`config.mk`:
```
export PLATFORM = sky130hd
export DESIGN_NAME = vpec_core
export DESIGN_NICKNAME = d
export VERILOG_FILES = /design/src/vpec_pkg.sv /design/src/vpec_core.sv
export SDC_FILE = /design/constraint.sdc
export NUM_CORES = 1
export LEC_CHECK = 0
export BUFFER_PORTS_ARGS = -buffer_cell sky130_fd_sc_hd__buf_2
export CAP_MARGIN = 20
export CORE_MARGIN = 2
export CORE_UTILIZATION = 46
export DETAILED_ROUTE_END_ITERATION = 12
export GPL_TIMING_DRIVEN = 0
export SYNTH_ARGS = -nofsm -noshare
export SYNTH_HDL_FRONTEND = slang
export SYNTH_SLANG_ARGS = --single-unit
```
`constraint.sdc`:
```
create_clock -name core_clk -period 5.1 [get_ports core_clk]
set_input_delay 0.765 -clock core_clk [delete_from_list [all_inputs] [get_ports core_clk]]
set_output_delay 0.765 -clock core_clk [all_outputs]
set_load 0.02 [all_outputs]
```
`src/vpec_pkg.sv`:
```
// What this block does
// - With the preset-select pin low, enable permit, voltage code and forced-PWM come from 0x11 and the low bit of 0x14.
// - With the preset-select pin high, enable permit, voltage code and forced-PWM come from 0x10 and the high bit of 0x14.
// - The converter turns on from a high enable pin only while the selected enable permit is 1.
// - While the selected enable permit is 0 the converter stays off whatever the enable pin does.
// - A latched protection shutdown clears only on an enable pin toggle or a re-power of the analog supply.
// - The I2C target keeps answering while the enable pin is low and the converter is off.
// - No register returns to its default while the converter is off because of a low enable pin.
// - The I2C target works at bus rates up to fast mode and the host stays at or below it.
// - After power-up the voltage codes mean 2.8 V for the high preset and 1 V for the low preset.
// - The output setting is split into four banks that together span 0.3 V to 5.5 V.
// - Ramped scaling applies only inside one bank and a bank change jumps straight to the new setting.
// - Programmable upper and lower limits bound the output voltage code.
// - Each preset chooses automatic pulse-skip/PWM or forced PWM by its own mode bit.
// - Inside one bank the reference steps gradually, one code step per ramp interval.
// - A change on the preset-select pin switches the preset at once with no bus transaction.
package vpec_pkg;
    // Register offsets.
    localparam logic [7:0] REG_HIGH_PRESET = 8'h10;
    localparam logic [7:0] REG_LOW_PRESET = 8'h11;
    localparam logic [7:0] REG_PWM_MODE = 8'h14;
    localparam logic [7:0] REG_BANK = 8'h15;
    localparam logic [7:0] REG_VMAX = 8'h16;
    localparam logic [7:0] REG_VMIN = 8'h17;
    localparam logic [7:0] REG_OC_LEVEL = 8'h1A;
    localparam logic [7:0] REG_STATUS = 8'h1B;
    // Field positions.
    localparam int PERMIT_BIT = 7;
    localparam int PWM_LOW_BIT = 0;
    localparam int PWM_HIGH_BIT = 1;
    localparam int BANK_LOW_LSB = 0;
    localparam int BANK_HIGH_LSB = 2;
    // Reset values: bank 2 top code is 2.8 V, bank 1 mid code is 1 V.
    localparam logic [7:0] RST_HIGH_PRESET = 8'h00_FF;
    localparam logic [7:0] RST_LOW_PRESET = 8'h00_C0;
    localparam logic [7:0] RST_PWM_MODE = 8'h00_00;
    localparam logic [7:0] RST_BANK = 8'h00_09;
    localparam logic [7:0] RST_VMAX = 8'h00_7F;
    localparam logic [7:0] RST_VMIN = 8'h00_00;
    localparam logic [7:0] RST_OC_LEVEL = 8'h00_04;
    // Target address, an arbitrary value.
    localparam logic [6:0] DEV_ADDR = 7'h1C;
    // Ramp timing: one code step per interval.
    localparam int CLK_PERIOD_NS = 5;
    localparam int RAMP_STEP_NS = 10000;
    localparam int RAMP_CYCLES = RAMP_STEP_NS / CLK_PERIOD_NS;
    localparam logic [11:0] RAMP_LAST = 12'(RAMP_CYCLES - 1);
    localparam logic [2:0] BIT_LAST = 3'h7;
    // Bus engine states, Gray coded along the usual path.
    typedef enum logic [2:0] {
        ST_IDLE = 3'b000,
        ST_ADDR = 3'b001,
        ST_ACK = 3'b011,
        ST_WR = 3'b010,
        ST_RD = 3'b110,
        ST_RACK = 3'b111
    } vpec_state_t;
endpackage

```
`src/vpec_core.sv`:
```
`timescale 1ns/1ps
module vpec_core
    import vpec_pkg::*;
(
    // Clock, reset and clock enable.
    input wire logic core_clk,
    input wire logic rst_b,
    input wire logic clkEn,
    // Converter control pins.
    input wire logic presetSelectPin,
    input wire logic enablePin,
    input wire logic protectFault,
    // I2C target pins.
    input wire logic scl,
    input wire logic sdaIn,
    output logic sdaOut,
    output logic sdaOe_b,
    // Converter controls.
    output logic convEnable,
    output logic forcedPwm,
    output logic [6:0] voutTarget,
    output logic [1:0] voutBank,
    output logic [7:0] overcurrentLimit,
    output logic protLatched
);
    // Clamps a code into the programmed window.
    function automatic logic [6:0] clampCode(input logic [6:0] c, input logic [6:0] lo,
                                             input logic [6:0] hi);
        if (c > hi)
            return hi;
        else if (c < lo)
            return lo;
        else
            return c;
    endfunction

    // Register file.
    logic [7:0] highPreset_r;
    logic [7:0] lowPreset_r;
    logic [7:0] pwmMode_r;
    logic [7:0] bankSel_r;
    logic [7:0] vmax_r;
    logic [7:0] vmin_r;
    logic [7:0] ocLevel_r;
    // Bus engine state.
    vpec_state_t state_r;
    logic [7:0] shReg_r;
    logic [2:0] bitCnt_r;
    logic [7:0] ptr_r;
    logic firstByte_r;
    logic rwBit_r;
    logic ackSeen_r;
    logic sclQ_r;
    logic sdaQ_r;
    logic wrStb;
    logic [7:0] wrByte;
    // Converter state.
    logic enPinQ_r;
    logic [6:0] refCode_r;
    logic [1:0] refBank_r;
    logic [11:0] rampCnt_r;

    // Pin edges and bus conditions; inputs are synchronous to the clock.
    wire sclRise = scl & ~sclQ_r;
    wire sclFall = ~scl & sclQ_r;
    wire startCond = scl & sclQ_r & sdaQ_r & ~sdaIn;
    wire stopCond = scl & sclQ_r & ~sdaQ_r & sdaIn;
    wire lastBit = (bitCnt_r == BIT_LAST);
    wire [7:0] shNext = {shReg_r[6:0], sdaIn};

    // Preset multiplexer driven straight by the pin.
    wire selHigh = presetSelectPin;
    wire [7:0] selPreset = selHigh ? highPreset_r : lowPreset_r;
    wire selPermit = selPreset[PERMIT_BIT];
    wire selPwm = selHigh ? pwmMode_r[PWM_HIGH_BIT] : pwmMode_r[PWM_LOW_BIT];
    wire [1:0] selBank = selHigh ? bankSel_r[BANK_HIGH_LSB +: 2] : bankSel_r[BANK_LOW_LSB +: 2];
    wire [6:0] selCode = clampCode(selPreset[6:0], vmin_r[6:0], vmax_r[6:0]);
    wire rampTick = (rampCnt_r == RAMP_LAST);
    wire ramping = (refCode_r != selCode) & (refBank_r == selBank);
    wire enFall = enPinQ_r & ~enablePin;

    // Read mux; unmapped offsets read as zero.
    wire [7:0] statusByte = {4'h0, presetSelectPin, ramping, protLatched, convEnable};
    wire [7:0] rdData =
        (ptr_r == REG_HIGH_PRESET) ? highPreset_r :
        (ptr_r == REG_LOW_PRESET) ? lowPreset_r :
        (ptr_r == REG_PWM_MODE) ? pwmMode_r :
        (ptr_r == REG_BANK) ? bankSel_r :
        (ptr_r == REG_VMAX) ? vmax_r :
        (ptr_r == REG_VMIN) ? vmin_r :
        (ptr_r == REG_OC_LEVEL) ? ocLevel_r :
        (ptr_r == REG_STATUS) ? statusByte : 8'h00_00;

    // Write strobe for a completed data byte after the pointer byte.
    assign wrStb = (state_r == ST_WR) & sclRise & lastBit & ~firstByte_r;
    assign wrByte = shNext;

    // Pin sampling for edge detection.
    always_ff @(posedge core_clk or negedge rst_b)
    begin
        if (!rst_b)
        begin
            sclQ_r <= 1'b1;
            sdaQ_r <= 1'b1;
            enPinQ_r <= 1'b0;
        end
        else if (clkEn)
        begin
            sclQ_r <= scl;
            sdaQ_r <= sdaIn;
            enPinQ_r <= enablePin;
        end
    end

    // Registers reset only with the analog supply, never by the enable pin.
    always_ff @(posedge core_clk or negedge rst_b)
    begin
        if (!rst_b)
        begin
            highPreset_r <= RST_HIGH_PRESET;
            lowPreset_r <= RST_LOW_PRESET;
            pwmMode_r <= RST_PWM_MODE;
            bankSel_r <= RST_BANK;
            vmax_r <= RST_VMAX;
            vmin_r <= RST_VMIN;
            ocLevel_r <= RST_OC_LEVEL;
        end
        else if (clkEn && wrStb)
        begin
            if (ptr_r == REG_HIGH_PRESET)
                highPreset_r <= wrByte;
            if (ptr_r == REG_LOW_PRESET)
                lowPreset_r <= wrByte;
            if (ptr_r == REG_PWM_MODE)
                pwmMode_r <= wrByte;
            if (ptr_r == REG_BANK)
                bankSel_r <= wrByte;
            if (ptr_r == REG_VMAX)
                vmax_r <= wrByte;
            if (ptr_r == REG_VMIN)
                vmin_r <= wrByte;
            if (ptr_r == REG_OC_LEVEL)
                ocLevel_r <= wrByte;
        end
    end

    // I2C target engine; it runs regardless of the enable pin.
    always_ff @(posedge core_clk or negedge rst_b)
    begin
        if (!rst_b)
        begin
            state_r <= ST_IDLE;
            shReg_r <= 8'h00_00;
            bitCnt_r <= 3'h0;
            ptr_r <= 8'h00_00;
            firstByte_r <= 1'b0;
            rwBit_r <= 1'b0;
            ackSeen_r <= 1'b0;
            sdaOe_b <= 1'b1;
            sdaOut <= 1'b0;
        end
        else if (clkEn)
        begin
            sdaOut <= 1'b0;
            if (startCond)
            begin
                state_r <= ST_ADDR;
                bitCnt_r <= 3'h0;
                firstByte_r <= 1'b1;
                ackSeen_r <= 1'b0;
                sdaOe_b <= 1'b1;
            end
            else if (stopCond)
            begin
                state_r <= ST_IDLE;
                sdaOe_b <= 1'b1;
            end
            else
            begin
                unique case (state_r)
                    ST_IDLE:
                        sdaOe_b <= 1'b1;
                    ST_ADDR:
                        if (sclRise)
                        begin
                            shReg_r <= shNext;
                            bitCnt_r <= bitCnt_r + 3'h1;
                            if (lastBit)
                            begin
                                rwBit_r <= sdaIn;
                                state_r <= (shReg_r[6:0] == DEV_ADDR) ? ST_ACK : ST_IDLE;
                            end
                        end
                    ST_ACK:
                        if (sclRise)
                            ackSeen_r <= 1'b1;
                        else if (sclFall && !ackSeen_r)
                            sdaOe_b <= 1'b0;
                        else if (sclFall)
                        begin
                            ackSeen_r <= 1'b0;
                            if (rwBit_r)
                            begin
                                state_r <= ST_RD;
                                shReg_r <= rdData;
                                sdaOe_b <= rdData[7];
                            end
                            else
                            begin
                                state_r <= ST_WR;
                                sdaOe_b <= 1'b1;
                            end
                        end
                    ST_WR:
                        if (sclRise)
                        begin
                            shReg_r <= shNext;
                            bitCnt_r <= bitCnt_r + 3'h1;
                            if (lastBit)
                            begin
                                state_r <= ST_ACK;
                                firstByte_r <= 1'b0;
                                ptr_r <= firstByte_r ? shNext : ptr_r + 8'h01;
                            end
                        end
                    ST_RD:
                        if (sclRise)
                        begin
                            bitCnt_r <= bitCnt_r + 3'h1;
                            if (lastBit)
                            begin
                                state_r <= ST_RACK;
                                ptr_r <= ptr_r + 8'h01;
                            end
                        end
                        else if (sclFall)
                        begin
                            shReg_r <= {shReg_r[6:0], 1'b0};
                            sdaOe_b <= shReg_r[6];
                        end
                    ST_RACK:
                        if (sclRise)
                            ackSeen_r <= ~sdaIn;
                        else if (sclFall && !ackSeen_r)
                            sdaOe_b <= 1'b1;
                        else if (sclFall)
                        begin
                            ackSeen_r <= 1'b0;
                            state_r <= ST_RD;
                            shReg_r <= rdData;
                            sdaOe_b <= rdData[7];
                        end
                    default:
                        state_r <= ST_IDLE;
                endcase
            end
        end
    end

    // Protection latch; a new fault wins over a clear in the same cycle.
    always_ff @(posedge core_clk or negedge rst_b)
    begin
        if (!rst_b)
            protLatched <= 1'b0;
        else if (clkEn)
            protLatched <= protectFault | (protLatched & ~enFall);
    end

    // Enable gate and mode taken from the live preset mux.
    always_ff @(posedge core_clk or negedge rst_b)
    begin
        if (!rst_b)
        begin
            convEnable <= 1'b0;
            forcedPwm <= 1'b0;
            overcurrentLimit <= RST_OC_LEVEL;
        end
        else if (clkEn)
        begin
            convEnable <= enablePin & selPermit & ~protLatched & ~protectFault;
            forcedPwm <= selPwm;
            overcurrentLimit <= ocLevel_r;
        end
    end

    // Reference ramp: steps inside a bank, jumps on a bank change.
    always_ff @(posedge core_clk or negedge rst_b)
    begin
        if (!rst_b)
        begin
            rampCnt_r <= 12'h000;
            refCode_r <= RST_LOW_PRESET[6:0];
            refBank_r <= RST_BANK[BANK_LOW_LSB +: 2];
        end
        else if (clkEn)
        begin
            rampCnt_r <= rampTick ? 12'h000 : rampCnt_r + 12'h001;
            if (refBank_r != selBank)
            begin
                refBank_r <= selBank;
                refCode_r <= selCode;
            end
            else if (rampTick && refCode_r < selCode)
                refCode_r <= refCode_r + 7'h01;
            else if (rampTick && refCode_r > selCode)
                refCode_r <= refCode_r - 7'h01;
        end
    end

    // Bank and target come straight from the reference flops.
    assign voutTarget = refCode_r;
    assign voutBank = refBank_r;
endmodule

```
==> results of run 1 <==
-- power groups by stage --
stage / sequential, mW / clock [mW] / combinational [mW]
2_1_floorplan: 1.11 / 0 / 0.402
3_3_place_gp: 1.11 / 0 / 0.595
3_5_place_dp: 1.11 / 0 / 0.610
4_1_cts: 1.10 / 1.23 / 0.625
5_1_grt: 1.11 / 1.28 / 0.716
6_report: 1.10 / 1.22 / 0.649
-- logic make-up (layout without fill, tap and decap cells) --
group	Yosys count	in the layout	synth area share [%]
compound gates	203	203	19.2
xor+xnor	15	15	1.89
fa+ha+maj	32	32	5.87
buf+inv	74	152	4.25
flops	116	116	42.3
mux	67	67	10.7
other cells	1	1	0.0540
simple gates	214	214	15.8
-- registers in the layout (all words and copies together) (netlist names), 3 cells and up --
register / flops
lowPreset_r: 8
highPreset_r: 8
vmin_r: 8
state_r: 3
rampCnt_r: 12
overcurrentLimit: 8
ocLevel_r: 8
vmax_r: 8
bankSel_r: 8
bitCnt_r: 3
pwmMode_r: 8
shReg_r: 7
ptr_r: 8
voutTarget: 7
-- cells in the mapped netlist, types with 8 or more instances --
cell	number	share of area [%]
a211oi_1	9	0.97
a21o_1	9	0.97
a21oi_1	47	3.4
and3_1	12	1.1
clkbuf_1	35	1.9
dfrtp_1	90	32
dfstp_2	26	9.8
ha_1	31	5.6
inv_1	28	1.5
mux2_1	17	2.8
mux2_2	37	6.0
mux2i_1	12	1.7
nand2_1	68	3.7
nand3_1	30	2.2
nand4_1	8	0.72
nor2_1	44	2.4
o21ai_0	42	3.0
o21ai_1	17	1.2
xnor2_1	9	1.1
-- layout make-up --
class	count	area, µm²
fill	1276	6300
multi-input combinational	532	3940
sequential	116	2940
clock buffer	22	464
timing repair buffer	47	319
tap	184	230
buffer	44	204
clock inverter	10	130
inverter	29	114
-- how the worst max path moves through the flow --
stage,slack [ns],endpoint,cells after the start
5_1_grt,-0.07,voutTarget[6]$_DFFE_PN1P_,24
3_5_place_dp,-1.08,voutTarget[6]$_DFFE_PN1P_,22
2_1_floorplan,0.02,voutTarget[6]$_DFFE_PN1P_,22
4_1_cts,0.02,voutTarget[5]$_DFFE_PN0P_,25
6_report,0.11,voutTarget[6]$_DFFE_PN1P_,24
3_3_place_gp,-1.02,voutTarget[6]$_DFFE_PN1P_,22
-- routing by layer --
layer  vias to the layer above  routed length (µm)
met3                        34                 794
met2                       184                8930
met1                      2931                8580
li1                       2772                   -
met4                         0                 679
met5                         -                   0
-- repair_timing --
action                     CTS  global route
setup endpoints to repair    5             2
buffers inserted            14             4
pin swaps                   10            20
gates resized for setup     27             8
gates cloned                 0             0
hold buffers                 0             0
-- per-stage QoR --
step / setup slack, ns / instance area (µm²) / instances
final: 0.112 / 8340 / 984
after global routing: -0.0734 / 8340 / 984
after CTS: 0.0228 / 8260 / 981
after detailed placement: -1.08 / 7410 / 935
after global placement: -1.02 / 7380 / 934
after floorplan: 0.0155 / 7010 / 722
==> metrics.yaml, run 1 <==
timing:
  timing.final.crit_share_pct: 97.8
  relSlewSlack_pct: 26.2
  drv_slew: 0
  hold_viol_final: 0
  setup_tns_ns: 0
  tightest_slew_ns: 1.10
  rsz0062_at_grt: "yes"
  skew_ns: 0.0121
  post-route-min-period_ns: 4.99
  fmax_mhz: 200
  setup_viol_count_final: 0
  whs_ns: 0.304
routing:
  first_pass_iters: 5
  via_per_inst: 6.02
  wirelength_um: 19000
  antenna_left: 0
  wire_per_inst_um: 19.3
  vias: 5921
  drc: 0
  drtIter0Drc: 517
yosys:
  synth.avg_cell_area_um2: 9.62
  ys_types: 77
  synth.ff_latch_count: 116
  yosysWarnings: 0
  synth_nets: 762
  synthCells: 722
  syn-cell-area_um2: 6950
  synth_edf_count: 0
  async_reset_ff_share_pct: 100
  ys.flop_type: "dfrtp_1"
  synth-seq-area-share_pct: 42.3
setup_path:
  cp.arrival_ns: 5.34
  rrSetupSlack_ns: 0.21
  cp_max_fo: 7
  r2r_end: "voutTarget[6]$_DFFE_PN1P_"
  crit_path_max_incr_delay_ns: 0.36
  setup.worst_path.start: "presetSelectPin"
  path_buf_inv: 4
  rr_startpoint: "lowPreset_r[2]$_DFFE_PN0P_"
  critPathRequiredTime_ns: 5.45
  crit_chain: "buf_8 > buf_8 > mux2_4 > ha_4 > o21a_1 > o2bb2ai_4 > o21ai_4 > buf_4 > mux2i_1 > nand2_1 > o21ai_2 > ha_1 > a21o_1 > a2111oi_4 > and4_4 > clkinv_4 > fa_2 > a21oi_2 > o21bai_2 > a21o_1 > a21oi_2 > and3_1 > o21ai_1 > a22o_1"
  crit_family: "compound AO/OA/AOI/OAI gates"
  path_class: "in2reg"
  rr_worst_depth: 22
  crit_path_end_kind: "flip-flop"
  critPathLaunchType: "input pin"
  cpMaxStageDelayCell: "fa_2"
global_routing:
  grt.busiest_layer: "met2"
  grt_use_met3_pct: 4.51
  grt_overflow: 0
  grt_max_degree: 65
  grt.total_usage_pct: 24.7
  grt_pass1_wl_um: 31200
  antenna_found_initial: 0
  grt_pass1_vias: 5881
  met1_usage_pct: 32.6
  grtUsageMet2_pct: 39.3
layout:
  final_core_util_pct: 57.0
  syn_to_final_growth_pct: 20.1
  final_common_cell: "dfrtp_1"
  drive_gt1_share_pct: 24.4
  layout_common_cells: "90 x dfrtp_1, 68 x nand2_1, 44 x nor2_1, 42 x a21oi_1, 37 x o21ai_0"
  nets: 827
  diodes: 0
power_and_ir_drop:
  share_comb_of_total_power_pct: 21.9
  totalPowerFinal_mw: 2.96
  switching_share_pct: 31.3
  sequentialPowerShare_pct: 37.0
  p_sw_mw: 0.928
  ir_drop_mv: 0.229
  power_frac_clock_pct: 41.1
  power_density_nw_per_um2: 355
  leakage_nw: 3.68
  internal-power_mw: 2.04
die:
  core-area_um2: 14600
  start_util_pct: 47.4
  die_w_um: 127
  fp.dieH_um: 127
  row_count: 44
  die-area_um2: 16100
  io_pins: 30
job:
  drv_cap: 0
clocking:
  clockBufferDepth: 2
  clk_latency_ns: 0.42
  clk_pin_slew_ns: 0.06
  clock_sinks: 116
  cts-root-buf: "clkbuf_16"
  ctsHtreeMaxLevel: 4
  tritoncts: "built"
  cts_inserted_buffers: 17
placement:
  io_buffers: 28
  dp_hpwl_um: 13500
  place.gp.congestion: 0.888
hold_path:
  hold_class: "in2async"
run_status:
  status: "complete, no violations"
No activity file was read; power rests on OpenSTA's default activity.
==> run 2, diff against run 1 <==
- BUFFER_PORTS_ARGS: -buffer_cell sky130_fd_sc_hd__buf_2 -> -buffer_cell sky130_fd_sc_hd__clkbuf_2
==> run 2 against run 1 <==
Sequential share of layout area shrank 0.58 points. Critical path depth is the same. Cell area grew 1.7%. Power grew 0.36%. Final cell count grew 1.4%. Clock power is essentially flat. Core utilization grew 0.95 points. Maximum frequency shrank 1.9%. Flip-flop and latch count is the same. Global-route usage grew 0.82 points. Wire length grew 3.0%. Via count grew 1.8%.
==> metrics.yaml, run 2 (synthesis gave the netlist of run 1 again) <==
run_status:
  status: "complete, no violations"
layout:
  top_register: "rampCnt_r"
  final_common_cell: "dfrtp_1"
  final_cells: 998  # +1.4%
  layout_common_cells: "90 x dfrtp_1, 68 x nand2_1, 44 x nor2_1, 42 x a21oi_1, 38 x o21ai_0"
  syn_to_final_growth_pct: 22.1
  fin_area_um2: 8480  # +1.7%
  seqCellArea_um2: 2940  # unchanged
  diodes: 0  # unchanged
  largest_reg_flops: 12  # unchanged
  drive_gt1_share_pct: 25.9  # +1.5 points
  final_core_util_pct: 57.9  # +0.95 points
  fillCellCount: 1251  # -2.0%
  nets: 841  # +1.7%
  multiInputGateArea_um2: 3960  # +0.35%
clocking:
  cts_hold_buf: 0  # unchanged
  clk_latency_ns: 0.42  # about the same
  ctsHtreeMaxLevel: 4  # unchanged
  clockBufferDepth: 2  # unchanged
  cts_inserted_buffers: 17  # unchanged
  clock_sinks: 116  # unchanged
  clk_pin_slew_ns: 0.05  # about the same
  cts-root-buf: "clkbuf_16"
  tritoncts: "built"
setup_path:
  rr_worst_depth: 22  # unchanged
  setup.worst_path.start: "presetSelectPin"
  critPathLaunchType: "input pin"
  critPathRequiredTime_ns: 5.45  # about the same
  rr_startpoint: "lowPreset_r[2]$_DFFE_PN0P_"
  cp.arrival_ns: 5.43  # +0.09 ns
  cp_max_fo: 7  # unchanged
  crit_path_end_kind: "flip-flop"
  path_class: "in2reg"
die:
  die-area_um2: 16100  # unchanged
  die_w_um: 127  # unchanged
  fp.dieH_um: 127  # unchanged
  row_count: 44  # unchanged
  core-area_um2: 14600  # unchanged
  start_util_pct: 47.4  # unchanged
  io_pins: 30  # unchanged
global_routing:
  grt_max_degree: 100  # +54%
  grt.total_usage_pct: 25.5  # +0.82 points
  grtUsageMet2_pct: 42.6  # +3.3 points
  grt_pass1_vias: 6032  # +2.6%
  antenna_found_initial: 0  # unchanged
  grt_overflow: 0  # unchanged
  grt.busiest_layer: "met2"
  grt_use_met3_pct: 4.68  # +0.17 points
  met1_usage_pct: 32.9  # +0.32 points
  grt_pass1_wl_um: 31900  # +2.5%
placement:
  place.gp.congestion: 0.895  # +0.86%
  io_buffers: 28  # unchanged
  dp_worst_setup_slack_ns: -1.05  # +0.0272 ns
  dp_hpwl_um: 13600  # +1.3%
  dp_cells: 935  # unchanged
  dpl_cell_area_um2: 7420  # about the same
timing:
  tightest_slew_ns: 0.989  # -0.108 ns
  fmax_mhz: 197  # -1.9%
  whs_ns: 0.208  # -0.0966 ns
  post-route-min-period_ns: 5.09  # +0.0989 ns
  setup_viol_count_final: 0  # unchanged
  hold_viol_final: 0  # unchanged
  drv_slew: 0  # unchanged
  fin_ws_ns: 0.0134  # -0.0989 ns
  rsz0062_at_grt: "yes"
  skew_ns: 0.00513  # -0.00695 ns
  timing.final.crit_share_pct: 99.7  # +1.9 points
  relSlewSlack_pct: 33.5  # +7.3 points
  setup_tns_ns: 0  # unchanged
routing:
  vias: 6028  # +1.8%
  wirelength_um: 19500  # +3.0%
  first_pass_iters: 5  # unchanged
  via_per_inst: 6.04  # +0.38%
  antenna_left: 0  # unchanged
  drtIter0Drc: 455  # -12%
  drc: 0  # unchanged
  wire_per_inst_um: 19.6  # +1.5%
hold_path:
  hold_class: "in2async"
power_and_ir_drop:
  leakage_nw: 3.76  # +2.2%
  power_density_nw_per_um2: 351  # -1.3%
  ir_drop_mv: 0.229  # -0.19%
  totalPowerFinal_mw: 2.98  # +0.36%
job:
  drv_cap: 0  # unchanged
[run 2: worst max-delay path, stage by stage]
cell and delay [ns]:
buf_8 0.10, buf_8 0.13, mux2_4 0.36, ha_4 0.28, nand4_1 0.13, buf_4 0.18
o21ai_4 0.20, mux2i_1 0.25, nand2_1 0.12, o21ai_4 0.12, ha_4 0.25, a21o_1 0.15
a21o_1 0.17, a2111oi_4 0.36, and4_4 0.30, clkinv_4 0.08, fa_2 0.37, a21oi_2 0.13
o21bai_1 0.09, a21o_1 0.20, a21oi_2 0.20, xnor2_1 0.16, o22ai_1 0.11, a22o_1 0.22
[run 2: what timing repair did]
action | 4_1_cts | 5_1_grt
endpoints found under the setup margin | 5 | 3
resized for setup | 26 | 11
buffers inserted | 27 | 5
pin swaps | 19 | 24
[run 2: worst paths after layout]
| path | slack [ns] | to |
|---|---|---|
| min in group core_clk | 0.47 | highPreset_r[7]$_DFFE_PN1P_ |
| max in group asynchronous | 4.11 | vmax_r[0]$_DFFE_PN1P_ |
| setup / recovery | 0.01 | voutTarget[6]$_DFFE_PN1P_ |
| hold / removal | 0.21 | vmin_r[5]$_DFFE_PN0P_ |
| setup reg to reg | 0.16 | voutTarget[6]$_DFFE_PN1P_ |
| hold reg to reg | 0.47 | highPreset_r[7]$_DFFE_PN1P_ |
[run 2: per-layer routing]
metal | wire length, µm | part of all wire (%)
met3 | 819 | 4.2
met4 | 669 | 3.4
met5 | 0 | 0
met1 | 8540 | 44
met2 | 9520 | 49
[run 2: final cells by class]
class                           count  share of cell area (%)
Sequential cell                   116                    34.6
Clock buffer                       22                    5.71
Buffer                             44                    2.41
Inverter                           29                    1.34
Clock inverter                     10                    1.51
Timing Repair Buffer               61                    5.03
Multi-Input combinational cell    532                    46.7
Tap cell                          184                    2.72
[run 2: power by group]
part	internal (mW)	total [mW]	leakage, nW	switching [mW]
Sequential	1.01	1.10	1.43	0.0882
Combinational	0.235	0.643	2.03	0.408
Clock	0.814	1.23	0.305	0.418
